## config.mk

```make
export PLATFORM = sky130hd
export DESIGN_NAME = tpb_timer
export DESIGN_NICKNAME = d
export VERILOG_FILES = /design/src/tpb_timer.v
export VERILOG_INCLUDE_DIRS = /design/src
export SDC_FILE = /design/constraint.sdc
export NUM_CORES = 2
export LEC_CHECK = 0
export BUFFER_PORTS_ARGS = -buffer_cell sky130_fd_sc_hd__buf_2
export CAP_MARGIN = 25
export CORE_MARGIN = 5
export CORE_UTILIZATION = 24
export CTS_CLUSTER_SIZE = 10
export DETAILED_ROUTE_END_ITERATION = 7
export HOLD_SLACK_MARGIN = 0.1
export PLACE_DENSITY = 0.41
export SLEW_MARGIN = 15
export SYNTH_ARGS = -nofsm -noshare
export SYNTH_HDL_FRONTEND = slang
export SYNTH_SLANG_ARGS = --single-unit
```

## constraint.sdc

```tcl
create_clock -name core_clk -period 4.2 [get_ports core_clk]
set_input_delay 0.21 -clock core_clk [delete_from_list [all_inputs] [get_ports core_clk]]
set_output_delay 0.21 -clock core_clk [all_outputs]
set_load 0.05 [all_outputs]
```

## src/tpb_regs.vh

```
`ifndef TPB_REGS_VH
`define TPB_REGS_VH

// ----------------------------------------------------------------
// Register byte offsets
// ----------------------------------------------------------------
`define TPB_PRESC_OFS 12'h000
`define TPB_GP_MASK_OFS 12'h004
`define TPB_GP_STAT_OFS 12'h008
`define TPB_EVT_CFG_OFS 12'h00c
`define TPB_FS_CTRL_OFS 12'h010
`define TPB_FS_BOUND_OFS 12'h014
`define TPB_FS_STAT_OFS 12'h018
`define TPB_FS_CNT_OFS 12'h01c
`define TPB_WD_CTRL_OFS 12'h020
`define TPB_WD_BOUND_OFS 12'h024
`define TPB_WD_CNT_OFS 12'h028
`define TPB_GP_BASE 12'h040
`define TPB_GP_END 12'h0a0
`define TPB_PWM_BASE 12'h0c0
`define TPB_PWM_END 12'h120

// ----------------------------------------------------------------
// Fields within one timer or PWM slot (address bits 3:2)
// ----------------------------------------------------------------
`define TPB_SLOT_CTRL 2'h0
`define TPB_SLOT_LO 2'h1
`define TPB_SLOT_HI 2'h2
`define TPB_SLOT_CNT 2'h3
`define TPB_PWM_MAX 2'h1
`define TPB_PWM_THR 2'h2

// ----------------------------------------------------------------
// Bit positions
// ----------------------------------------------------------------
`define TPB_PRESC_EN_BIT 31
`define TPB_CHAIN_BIT 0
`define TPB_PWM_EN_BIT 0
`define TPB_EVT_A_OUT_BIT 0
`define TPB_EVT_A_FALL_BIT 1
`define TPB_EVT_B_OUT_BIT 2
`define TPB_EVT_B_FALL_BIT 3
`define TPB_FS_SEL_TX_BIT 0
`define TPB_FS_EN0_BIT 1
`define TPB_FS_EN1_BIT 2
`define TPB_WD_EN_BIT 0

// ----------------------------------------------------------------
// Reset values
// ----------------------------------------------------------------
`define TPB_RST_32 32'h00000000
`define TPB_RST_GP_HI 32'hffffffff
`define TPB_RST_WD_BOUND 32'hffffffff
`define TPB_RST_FS_BOUND 16'hffff

`endif

```

## src/tpb_timer.v

```verilog
// Summary of operation
// - Six 32-bit counters, one interrupt each
// - Bound write reloads counter with lower bound
// - Normal mode counts every clock edge
// - Reaching upper bound: timeout, interrupt, reload
// - Counters 2,3,5 chain on 0,1,4 timeouts
// - Chain bits on 2,3,5; count writable 0,1,4
// - Frame-sync counter counts while sync high
// - Frame-sync interrupt from either pulse, status
// - Watchdog expiry gives level hard reset
// - Input pins clock counters 1 and 4
// - Output pins toggle on counter 3/5 timeout
// - Output mode unchained: counter counts clock
// - Pin input synchronised twice, then edge detect
// - Masks gate interrupts; status records timeouts
// - Six PWM channels, own maximum and threshold
// - Prescaler pulses at match, restarts from zero
// - PWM counter wraps at max or on writes
// - PWM high at threshold, low at wrap/disable
// - Period follows prescaler and maximum settings
//
// The APB register port was decided locally.
`include "tpb_regs.vh"
`timescale 1ns/1ps
`default_nettype none

module tpb_timer #(
    parameter PWM_W = 16 // Width of PWM maximum and threshold
) (
    input wire core_clk, // System clock, 125 MHz
    input wire rst, // Synchronous reset, active high
    input wire psel, // APB select
    input wire penable, // APB access phase
    input wire pwrite, // APB direction, high for write
    input wire [11:0] paddr, // APB byte address
    input wire [31:0] pwdata, // APB write data
    output reg [31:0] prdata, // APB read data
    output reg pready, // APB ready
    output reg pslverr, // APB error on unmapped address
    input wire rx_fsync, // Receive frame sync
    input wire tx_fsync, // Transmit frame sync
    input wire event_pin_a_in, // Event pin A level in
    output reg event_pin_a_out, // Event pin A driven level
    output reg event_pin_a_oe, // Event pin A drive enable
    input wire event_pin_b_in, // Event pin B level in
    output reg event_pin_b_out, // Event pin B driven level
    output reg event_pin_b_oe, // Event pin B drive enable
    output reg [5:0] gp_irq, // Per-counter interrupts, masked
    output reg combined_timer_irq, // Any masked counter timeout
    output reg fsync_irq, // Frame-sync interrupt
    output reg wdog_reset, // Watchdog hard reset, level
    output reg [5:0] pwm_out // PWM outputs to LED drivers
);

    // ----------------------------------------------------------------
    // Constants
    // ----------------------------------------------------------------
    localparam [5:0] GP_CNT_WRITABLE = 6'h13; // Counters 0, 1 and 4
    localparam [5:0] GP_CHAINABLE = 6'h2c; // Counters 2, 3 and 5

    // ----------------------------------------------------------------
    // Storage
    // ----------------------------------------------------------------
    reg [31:0] gp_cnt [0:5]; // Counter values
    reg [31:0] gp_lo [0:5]; // Lower bounds
    reg [31:0] gp_hi [0:5]; // Upper bounds
    reg [5:0] gp_chain; // Chain enables
    reg [5:0] gp_mask; // Interrupt masks
    reg [5:0] gp_stat; // Sticky timeout status
    reg [3:0] evt_cfg; // Pin direction and edge select
    reg [2:0] fs_ctrl; // Frame-sync select and pulse enables
    reg [15:0] fs_bound; // Frame-sync bound
    reg [15:0] fs_cnt; // Frame-sync counter
    reg [1:0] fs_stat; // Frame-sync pulse status
    reg wd_en; // Watchdog enable
    reg [31:0] wd_bound; // Watchdog expiry value
    reg [31:0] wd_cnt; // Watchdog counter
    reg presc_en; // Prescaler enable
    reg [7:0] presc_div; // Prescaler match value
    reg [7:0] presc_cnt; // Prescaler count
    reg [5:0] pwm_en; // PWM channel enables
    reg [PWM_W-1:0] pwm_max [0:5]; // PWM maxima
    reg [PWM_W-1:0] pwm_thr [0:5]; // PWM thresholds
    reg [PWM_W-1:0] pwm_cnt [0:5]; // PWM counters
    reg sync_a1, sync_a2, prev_a; // Pin A synchroniser and history
    reg sync_b1, sync_b2, prev_b; // Pin B synchroniser and history
    reg [31:0] next_prdata; // Read mux result
    reg next_err; // Unmapped access
    integer i;

    // ----------------------------------------------------------------
    // Bus decode
    // ----------------------------------------------------------------
    wire access = psel & penable & pready; // Completing transfer
    wire wr = access & pwrite; // Write takes effect
    wire [11:0] gp_off = paddr - `TPB_GP_BASE; // Offset into timers
    wire [11:0] pwm_off = paddr - `TPB_PWM_BASE; // Offset into PWM
    wire gp_sel = (paddr >= `TPB_GP_BASE) && (paddr < `TPB_GP_END);
    wire pwm_sel = (paddr >= `TPB_PWM_BASE) && (paddr < `TPB_PWM_END);
    wire [1:0] fld = paddr[3:2]; // Field in a slot
    wire [5:0] gp_hit = (wr && gp_sel) ? (6'h01 << gp_off[6:4]) : 6'h00;
    wire [5:0] pwm_hit = (wr && pwm_sel) ? (6'h01 << pwm_off[6:4]) : 6'h00;
    wire presc_wr = wr && (paddr == `TPB_PRESC_OFS);

    // ----------------------------------------------------------------
    // Event pin edge detection
    // ----------------------------------------------------------------
    wire a_is_out = evt_cfg[`TPB_EVT_A_OUT_BIT];
    wire b_is_out = evt_cfg[`TPB_EVT_B_OUT_BIT];
    wire edge_a = evt_cfg[`TPB_EVT_A_FALL_BIT] ? (prev_a & ~sync_a2) : (sync_a2 & ~prev_a);
    wire edge_b = evt_cfg[`TPB_EVT_B_FALL_BIT] ? (prev_b & ~sync_b2) : (sync_b2 & ~prev_b);

    // Two flops then a history flop; edges compare the second stage with the history flop
    always @(posedge core_clk) begin
        if (rst) begin
            sync_a1 <= 1'b0;
            sync_a2 <= 1'b0;
            prev_a <= 1'b0;
            sync_b1 <= 1'b0;
            sync_b2 <= 1'b0;
            prev_b <= 1'b0;
        end else begin
            sync_a1 <= event_pin_a_in;
            sync_a2 <= sync_a1;
            prev_a <= sync_a2;
            sync_b1 <= event_pin_b_in;
            sync_b2 <= sync_b1;
            prev_b <= sync_b2;
        end
    end

    // ----------------------------------------------------------------
    // Counter tick sources and timeouts
    // ----------------------------------------------------------------
    wire [5:0] gp_tick; // Advance strobe per counter
    wire [5:0] gp_to; // Timeout per counter
    assign gp_tick[0] = 1'b1;
    assign gp_tick[1] = a_is_out ? 1'b1 : edge_a;
    assign gp_tick[2] = gp_chain[2] ? gp_to[0] : 1'b1;
    assign gp_tick[3] = gp_chain[3] ? gp_to[1] : 1'b1;
    assign gp_tick[4] = b_is_out ? 1'b1 : edge_b;
    assign gp_tick[5] = gp_chain[5] ? gp_to[4] : 1'b1;

    genvar g;
    generate
        for (g = 0; g < 6; g = g + 1) begin : gen_to
            // Timeout on the advance that finds the upper bound
            assign gp_to[g] = gp_tick[g] && (gp_cnt[g] == gp_hi[g]);
        end
    endgenerate

    // ----------------------------------------------------------------
    // General-purpose counters and their registers
    // ----------------------------------------------------------------
    // A bound write wins over counting, so the reload is never lost
    always @(posedge core_clk) begin
        for (i = 0; i < 6; i = i + 1) begin
            if (rst) begin
                gp_cnt[i] <= `TPB_RST_32;
                gp_lo[i] <= `TPB_RST_32;
                gp_hi[i] <= `TPB_RST_GP_HI;
            end else if (gp_hit[i] && fld == `TPB_SLOT_LO) begin
                gp_lo[i] <= pwdata;
                gp_cnt[i] <= pwdata;
            end else if (gp_hit[i] && fld == `TPB_SLOT_HI) begin
                gp_hi[i] <= pwdata;
                gp_cnt[i] <= gp_lo[i];
            end else if (gp_hit[i] && fld == `TPB_SLOT_CNT && GP_CNT_WRITABLE[i]) begin
                gp_cnt[i] <= pwdata;
            end else if (gp_to[i]) begin
                gp_cnt[i] <= gp_lo[i];
            end else if (gp_tick[i]) begin
                gp_cnt[i] <= gp_cnt[i] + 32'h00000001;
            end
        end
    end

    // Chain bits, masks and pin configuration
    always @(posedge core_clk) begin
        if (rst) begin
            gp_chain <= 6'h00;
            gp_mask <= 6'h00;
            evt_cfg <= 4'h0;
        end else begin
            for (i = 0; i < 6; i = i + 1) begin
                if (gp_hit[i] && fld == `TPB_SLOT_CTRL && GP_CHAINABLE[i]) begin
                    gp_chain[i] <= pwdata[`TPB_CHAIN_BIT];
                end
            end
            if (wr && paddr == `TPB_GP_MASK_OFS) begin
                gp_mask <= pwdata[5:0];
            end
            if (wr && paddr == `TPB_EVT_CFG_OFS) begin
                evt_cfg <= pwdata[3:0];
            end
        end
    end

    // ----------------------------------------------------------------
    // Timeout status and interrupt lines
    // ----------------------------------------------------------------
    // A timeout in the clearing cycle stays recorded
    always @(posedge core_clk) begin
        if (rst) begin
            gp_stat <= 6'h00;
            gp_irq <= 6'h00;
            combined_timer_irq <= 1'b0;
        end else begin
            if (wr && paddr == `TPB_GP_STAT_OFS) begin
                gp_stat <= (gp_stat & ~pwdata[5:0]) | gp_to;
            end else begin
                gp_stat <= gp_stat | gp_to;
            end
            gp_irq <= gp_stat & gp_mask;
            combined_timer_irq <= |(gp_stat & gp_mask);
        end
    end

    // ----------------------------------------------------------------
    // Event pin drivers
    // ----------------------------------------------------------------
    // Toggle follows counters 3 and 5 only; 1 and 4 never touch the pins
    always @(posedge core_clk) begin
        if (rst) begin
            event_pin_a_out <= 1'b0;
            event_pin_a_oe <= 1'b0;
            event_pin_b_out <= 1'b0;
            event_pin_b_oe <= 1'b0;
        end else begin
            event_pin_a_oe <= a_is_out;
            event_pin_b_oe <= b_is_out;
            if (a_is_out && gp_to[3]) begin
                event_pin_a_out <= ~event_pin_a_out;
            end
            if (b_is_out && gp_to[5]) begin
                event_pin_b_out <= ~event_pin_b_out;
            end
        end
    end

    // ----------------------------------------------------------------
    // Frame-sync counter
    // ----------------------------------------------------------------
    wire fs_active = fs_ctrl[`TPB_FS_SEL_TX_BIT] ? tx_fsync : rx_fsync;
    wire fs_p0 = fs_active && (fs_cnt == fs_bound); // Bound reached
    wire fs_p1 = fs_active && (fs_cnt == 16'hffff); // Full-range wrap

    // Counts only while the chosen sync is high
    always @(posedge core_clk) begin
        if (rst) begin
            fs_ctrl <= 3'h0;
            fs_bound <= `TPB_RST_FS_BOUND;
            fs_cnt <= 16'h0000;
            fs_stat <= 2'h0;
            fsync_irq <= 1'b0;
        end else begin
            if (wr && paddr == `TPB_FS_CTRL_OFS) begin
                fs_ctrl <= pwdata[2:0];
            end
            if (wr && paddr == `TPB_FS_BOUND_OFS) begin
                fs_bound <= pwdata[15:0];
                fs_cnt <= 16'h0000;
            end else if (fs_p0) begin
                fs_cnt <= 16'h0000;
            end else if (fs_active) begin
                fs_cnt <= fs_cnt + 16'h0001;
            end
            if (wr && paddr == `TPB_FS_STAT_OFS) begin
                fs_stat <= (fs_stat & ~pwdata[1:0]) | {fs_p1, fs_p0};
            end else begin
                fs_stat <= fs_stat | {fs_p1, fs_p0};
            end
            fsync_irq <= (fs_stat[0] & fs_ctrl[`TPB_FS_EN0_BIT]) |
                         (fs_stat[1] & fs_ctrl[`TPB_FS_EN1_BIT]);
        end
    end

    // ----------------------------------------------------------------
    // Watchdog
    // ----------------------------------------------------------------
    // Reset output is latched so it cannot glitch; only rst releases it
    always @(posedge core_clk) begin
        if (rst) begin
            wd_en <= 1'b0;
            wd_bound <= `TPB_RST_WD_BOUND;
            wd_cnt <= `TPB_RST_32;
            wdog_reset <= 1'b0;
        end else begin
            if (wr && paddr == `TPB_WD_CTRL_OFS) begin
                wd_en <= pwdata[`TPB_WD_EN_BIT];
            end
            if (wr && paddr == `TPB_WD_BOUND_OFS) begin
                wd_bound <= pwdata;
            end
            if (wr && paddr == `TPB_WD_CNT_OFS) begin
                wd_cnt <= `TPB_RST_32;
            end else if (wd_en && !wdog_reset) begin
                wd_cnt <= wd_cnt + 32'h00000001;
            end
            if (wd_en && wd_cnt == wd_bound) begin
                wdog_reset <= 1'b1;
            end
        end
    end

    // ----------------------------------------------------------------
    // PWM prescaler and channels
    // ----------------------------------------------------------------
    wire presc_pulse = presc_en && (presc_cnt == presc_div);

    // Shared divider; a write restarts it and all channels
    always @(posedge core_clk) begin
        if (rst) begin
            presc_en <= 1'b0;
            presc_div <= 8'h00;
            presc_cnt <= 8'h00;
        end else if (presc_wr) begin
            presc_en <= pwdata[`TPB_PRESC_EN_BIT];
            presc_div <= pwdata[7:0];
            presc_cnt <= 8'h00;
        end else if (presc_pulse || !presc_en) begin
            presc_cnt <= 8'h00;
        end else begin
            presc_cnt <= presc_cnt + 8'h01;
        end
    end

    // Period is (div+1)*(max+1) clocks by construction
    always @(posedge core_clk) begin
        for (i = 0; i < 6; i = i + 1) begin
            if (rst) begin
                pwm_en[i] <= 1'b0;
                pwm_max[i] <= {PWM_W{1'b0}};
                pwm_thr[i] <= {PWM_W{1'b0}};
                pwm_cnt[i] <= {PWM_W{1'b0}};
                pwm_out[i] <= 1'b0;
            end else if (pwm_hit[i] || presc_wr) begin
                if (pwm_hit[i] && fld == `TPB_SLOT_CTRL) begin
                    pwm_en[i] <= pwdata[`TPB_PWM_EN_BIT];
                end
                if (pwm_hit[i] && fld == `TPB_PWM_MAX) begin
                    pwm_max[i] <= pwdata[PWM_W-1:0];
                end
                if (pwm_hit[i] && fld == `TPB_PWM_THR) begin
                    pwm_thr[i] <= pwdata[PWM_W-1:0];
                end
                pwm_cnt[i] <= {PWM_W{1'b0}};
                pwm_out[i] <= 1'b0;
            end else if (!pwm_en[i]) begin
                pwm_out[i] <= 1'b0;
            end else if (presc_pulse && pwm_cnt[i] == pwm_max[i]) begin
                pwm_cnt[i] <= {PWM_W{1'b0}};
                pwm_out[i] <= 1'b0;
            end else begin
                if (presc_pulse) begin
                    pwm_cnt[i] <= pwm_cnt[i] + {{(PWM_W-1){1'b0}}, 1'b1};
                end
                // Rise together with the count reaching threshold, so high spans thr..max
                if (pwm_cnt[i] == pwm_thr[i] ||
                    (presc_pulse && pwm_cnt[i] + {{(PWM_W-1){1'b0}}, 1'b1} == pwm_thr[i])) begin
                    pwm_out[i] <= 1'b1;
                end
            end
        end
    end

    // ----------------------------------------------------------------
    // Read mux
    // ----------------------------------------------------------------
    always @* begin
        next_prdata = 32'h00000000;
        next_err = 1'b0;
        if (paddr == `TPB_PRESC_OFS) begin
            next_prdata = {presc_en, 23'h000000, presc_div};
        end else if (paddr == `TPB_GP_MASK_OFS) begin
            next_prdata = {26'h0000000, gp_mask};
        end else if (paddr == `TPB_GP_STAT_OFS) begin
            next_prdata = {26'h0000000, gp_stat};
        end else if (paddr == `TPB_EVT_CFG_OFS) begin
            next_prdata = {28'h0000000, evt_cfg};
        end else if (paddr == `TPB_FS_CTRL_OFS) begin
            next_prdata = {29'h00000000, fs_ctrl};
        end else if (paddr == `TPB_FS_BOUND_OFS) begin
            next_prdata = {16'h0000, fs_bound};
        end else if (paddr == `TPB_FS_STAT_OFS) begin
            next_prdata = {30'h00000000, fs_stat};
        end else if (paddr == `TPB_FS_CNT_OFS) begin
            next_prdata = {16'h0000, fs_cnt};
        end else if (paddr == `TPB_WD_CTRL_OFS) begin
            next_prdata = {31'h00000000, wd_en};
        end else if (paddr == `TPB_WD_BOUND_OFS) begin
            next_prdata = wd_bound;
        end else if (paddr == `TPB_WD_CNT_OFS) begin
            next_prdata = wd_cnt;
        end else if (gp_sel) begin
            case (fld)
                `TPB_SLOT_CTRL: next_prdata = {31'h00000000, gp_chain[gp_off[6:4]]};
                `TPB_SLOT_LO: next_prdata = gp_lo[gp_off[6:4]];
                `TPB_SLOT_HI: next_prdata = gp_hi[gp_off[6:4]];
                default: next_prdata = gp_cnt[gp_off[6:4]];
            endcase
        end else if (pwm_sel) begin
            case (fld)
                `TPB_SLOT_CTRL: next_prdata = {31'h00000000, pwm_en[pwm_off[6:4]]};
                `TPB_PWM_MAX: next_prdata = {{(32-PWM_W){1'b0}}, pwm_max[pwm_off[6:4]]};
                `TPB_PWM_THR: next_prdata = {{(32-PWM_W){1'b0}}, pwm_thr[pwm_off[6:4]]};
                default: next_prdata = {{(32-PWM_W){1'b0}}, pwm_cnt[pwm_off[6:4]]};
            endcase
        end else begin
            next_err = 1'b1;
        end
    end

    // ----------------------------------------------------------------
    // APB response
    // ----------------------------------------------------------------
    // One wait state: ready rises at the end of the first access cycle
    always @(posedge core_clk) begin
        if (rst) begin
            pready <= 1'b0;
            prdata <= 32'h00000000;
            pslverr <= 1'b0;
        end else if (psel && penable && !pready) begin
            pready <= 1'b1;
            prdata <= pwrite ? 32'h00000000 : next_prdata;
            pslverr <= next_err;
        end else begin
            pready <= 1'b0;
            pslverr <= 1'b0;
        end
    end

endmodule

`default_nettype wire

```

==> results.toml <==
[sta]
rsz0062_at_grt = "no"
setup-violations-final = 0
hold_slack_ns = 0.192
max_slew_margin_pct = 26.6
worstMarginPinSlew_ns = 1.09
fmax_mhz = 259
worst_clock_skew_ns = 0.0539
post-route-period-util_pct = 91.9
maxSlewViolCount = 0
min_period_ns = 3.86
hold_viol = 0
fin_tns_setup_ns = 0

[cts]
path_clk_slew_ns = 0.06
postCtsSetupBuffers = 0
cts-root-buf = "clkbuf_16"
clock-sinks = 1067
insertion_delay_ns = 0.83
cts_tree = "done"
cts_buffers = 140
htree_levels = 4
clk_path_buf_depth = 3

[worst_setup_path]
r2r_slack_ns = 0.34
crit_path_end_kind = "flop"
reg2regPathDepth = 8
endpoint = "gp_cnt[2][4]$_DFFE_PP_"
startpoint_type = "flop"
cp.required_ns = 4.67
r2r-start = "gp_cnt[0][1]$_DFFE_PP_"
r2r-end = "gp_cnt[2][4]$_DFFE_PP_"
path_max_fanout = 10
crit_type = "flop to flop"
cp.arrival_ns = 4.33
crit_path_start = "gp_cnt[0][1]$_DFFE_PP_"

[global_routing]
use_met2_pct = 32.7
overflow = 0
grt_max_degree = 69
met1_usage_pct = 29.9
top_usage_layer = "met2"
gr-usage-met3_pct = 3.02
antenna_found_initial = 40
grt_pass1_vias = 48500
grt_usage_pct = 21.2
grt_pass1_wl_um = 409000

[detailed_routing]
routed_wl_um = 298000
drc = 0
wl_per_cell_um = 31.2
vias = 50700
drt-vias-per-instance = 5.30
drtIter0Drc = 6558
first_pass_iters = 8
final_antenna_net_count = 0

[synth]
synth-main-ff-cell = "edfxtp_1"
synth_top_area_share_pct = 41.4
synth_area_per_cell_um2 = 10.6
async_flop_share_pct = 0
synth_area_leaders = "edfxtp_1 (41%), xnor2_1 (6.7%), dfxtp_1 (6.5%)"
ys_seq_area_share_pct = 47.9
yosysTopAreaCell = "edfxtp_1"
synth-seq-cells = 1067
syn-instance-count = 5910
synthesis.area_mm2 = 0.0626
synth_warnings = 0
synth-edff-count = 864
synth_cell_types = 89

[finish]
nets = 6104
area_growth_pct = 16.6
fillerInstances = 27200
fin_area_mm2 = 0.0730
drive_above_1_share_pct = 14.0
utilization_pct = 28.1

[die]
initial_utilization_pct = 24.1
die_x_um = 521
die_area_mm2 = 0.271
placeableCoreArea_mm2 = 0.260
die_h_um = 521
row_count = 187
ioPinCount = 106

[placement]
port_buffers = 105
place.gp.congestion = 0.931
hpwl_um = 220000
dpl-instance-area_mm2 = 0.0681

[pwr]
p_leak_nw = 25.3
power.density_mw_per_mm2 = 365
peakVddDrop_mv = 0.450

[run_status]
outcome = "finished, final reports clean"

[flow_run]
maxCapViolations = 0

[min_path]
hold_class = "input pin to flop"
min_path_cells = 3
layout make-up:
| class | count | area (um2) | share of cell area [%] |
|---|---|---|---|
| antenna | 12 | 30.0 | 0.0411 |
| clock buffer | 210 | 3970 | 5.44 |
| clock inverter | 40 | 450 | 0.617 |
| inverter | 68 | 258 | 0.353 |
| multi-input combinational | 4322 | 30600 | 41.9 |
| sequential | 1067 | 30000 | 41.1 |
| tap | 3402 | 4260 | 5.83 |
| timing repair buffer | 437 | 3450 | 4.73 |
synth_stat cells, drive strengths merged (25+ instances only):
cell / count
clkbuf: 382
nand3b: 36
nor4: 90
a211oi: 53
o221ai: 30
a21o: 35
a211o: 71
nor3: 59
and3: 61
nor2b: 41
a21oi: 153
inv: 67
dfxtp: 203
and2: 388
edfxtp: 864
or3: 151
xnor2: 477
a221o: 47
nor2: 481
buf: 102
o22ai: 32
mux4: 144
mux2i: 213
and4: 25
xor2: 328
nand2: 438
a22oi: 60
nand3: 177
nand4: 140
o21ai: 216
or2: 74
power by group:
group	leakage, nW	internal, W	switching [W]
sequential	10.1	0.0117	0.000509
clock	2.14	0.00671	0.00516
combinational	13.0	0.000845	0.00170
total	25.3	0.0193	0.00737
per-layer routing:
layer / wire length (um) / vias up
met5: 52 / -
met4: 13100 / 6
met3: 20900 / 439
met2: 132000 / 2351
met1: 132000 / 26100
li1: - / 21800
cell usage in the layout, fill, tap and decap left out, types with 150 or more instances in the layout:
cell type  count
a21oi_1      153
and2_1       387
buf_4        269
dfxtp_1      203
edfxtp_1     864
mux2i_1      213
nand2_1      437
nand3_1      176
nor2_1       473
o21ai_0      213
or3_1        150
xnor2_1      477
xor2_1       328
per-stage QoR:
stage | setup slack, ns | cells | total power, W
4_1_cts | 0.479 | 9544 | 0.0268
5_1_grt | 0.248 | 9548 | 0.0274
3_3_place_gp | 0.443 | 9252 | 0.0149
2_1_floorplan | 0.253 | 5941 | 0.0135
6_report | 0.340 | 9558 | 0.0266
3_5_place_dp | 0.433 | 9254 | 0.0149
timing repair:
action / 4_1_cts / 5_1_grt
hold endpoints to repair: 282 / 0
hold buffers: 40 / 0
endpoints found under the setup margin: 0 / 0
resized for setup: 0 / 0
flip-flops by register name, indices dropped and copies added, names as in the netlist, 4 cells and up:
| register | cells |
|---|---|
| evt_cfg | 4 |
| fs_bound | 16 |
| fs_cnt | 16 |
| gp_cnt | 192 |
| gp_hi | 192 |
| gp_irq | 6 |
| gp_lo | 192 |
| gp_mask | 6 |
| gp_stat | 6 |
| prdata | 32 |
| presc_cnt | 8 |
| presc_div | 8 |
| pwm_cnt | 96 |
| pwm_en | 6 |
| pwm_max | 96 |
| pwm_out | 6 |
| pwm_thr | 96 |
| wd_bound | 32 |
| wd_cnt | 32 |
worst min-delay path by stage:
stage                  startpoint                   endpoint  slack, ns
5_1_grt                pwdata[13]     gp_lo[0][13]$_DFFE_PP_       0.19
2_1_floorplan      event_pin_a_in         sync_a1$_SDFF_PP0_       0.34
3_3_place_gp   sync_b1$_SDFF_PP0_         sync_b2$_SDFF_PP0_       0.43
6_report               pwdata[10]  fs_bound[10]$_SDFFE_PP1P_       0.19
3_5_place_dp   sync_b1$_SDFF_PP0_         sync_b2$_SDFF_PP0_       0.43
4_1_cts                pwdata[10]  fs_bound[10]$_SDFFE_PP1P_       0.13
critical path, cell delays in order, from the launching register on:
cell,delay (ns)
edfxtp_1,0.48
xnor2_1,0.44
nand4_1,0.23
nor4_1,0.66
a21boi_0,0.29
or4b_1,0.79
inv_1,0.14
or3_1,0.19
buf_4,0.26
cells by family after synthesis:
family | after synthesis | share of synthesized area [%]
buffers and inverters | 552 | 3.55
AO/OA/AOI/OAI | 882 | 9.72
other | 1 | 0.00599
multiplexers | 375 | 8.91
XOR/XNOR | 805 | 11.3
flip-flops | 1067 | 47.9
adder cells (fa/ha/maj) | 15 | 0.300
AND/OR/NAND/NOR | 2213 | 18.3
No activity file was read; power rests on OpenSTA's default activity.
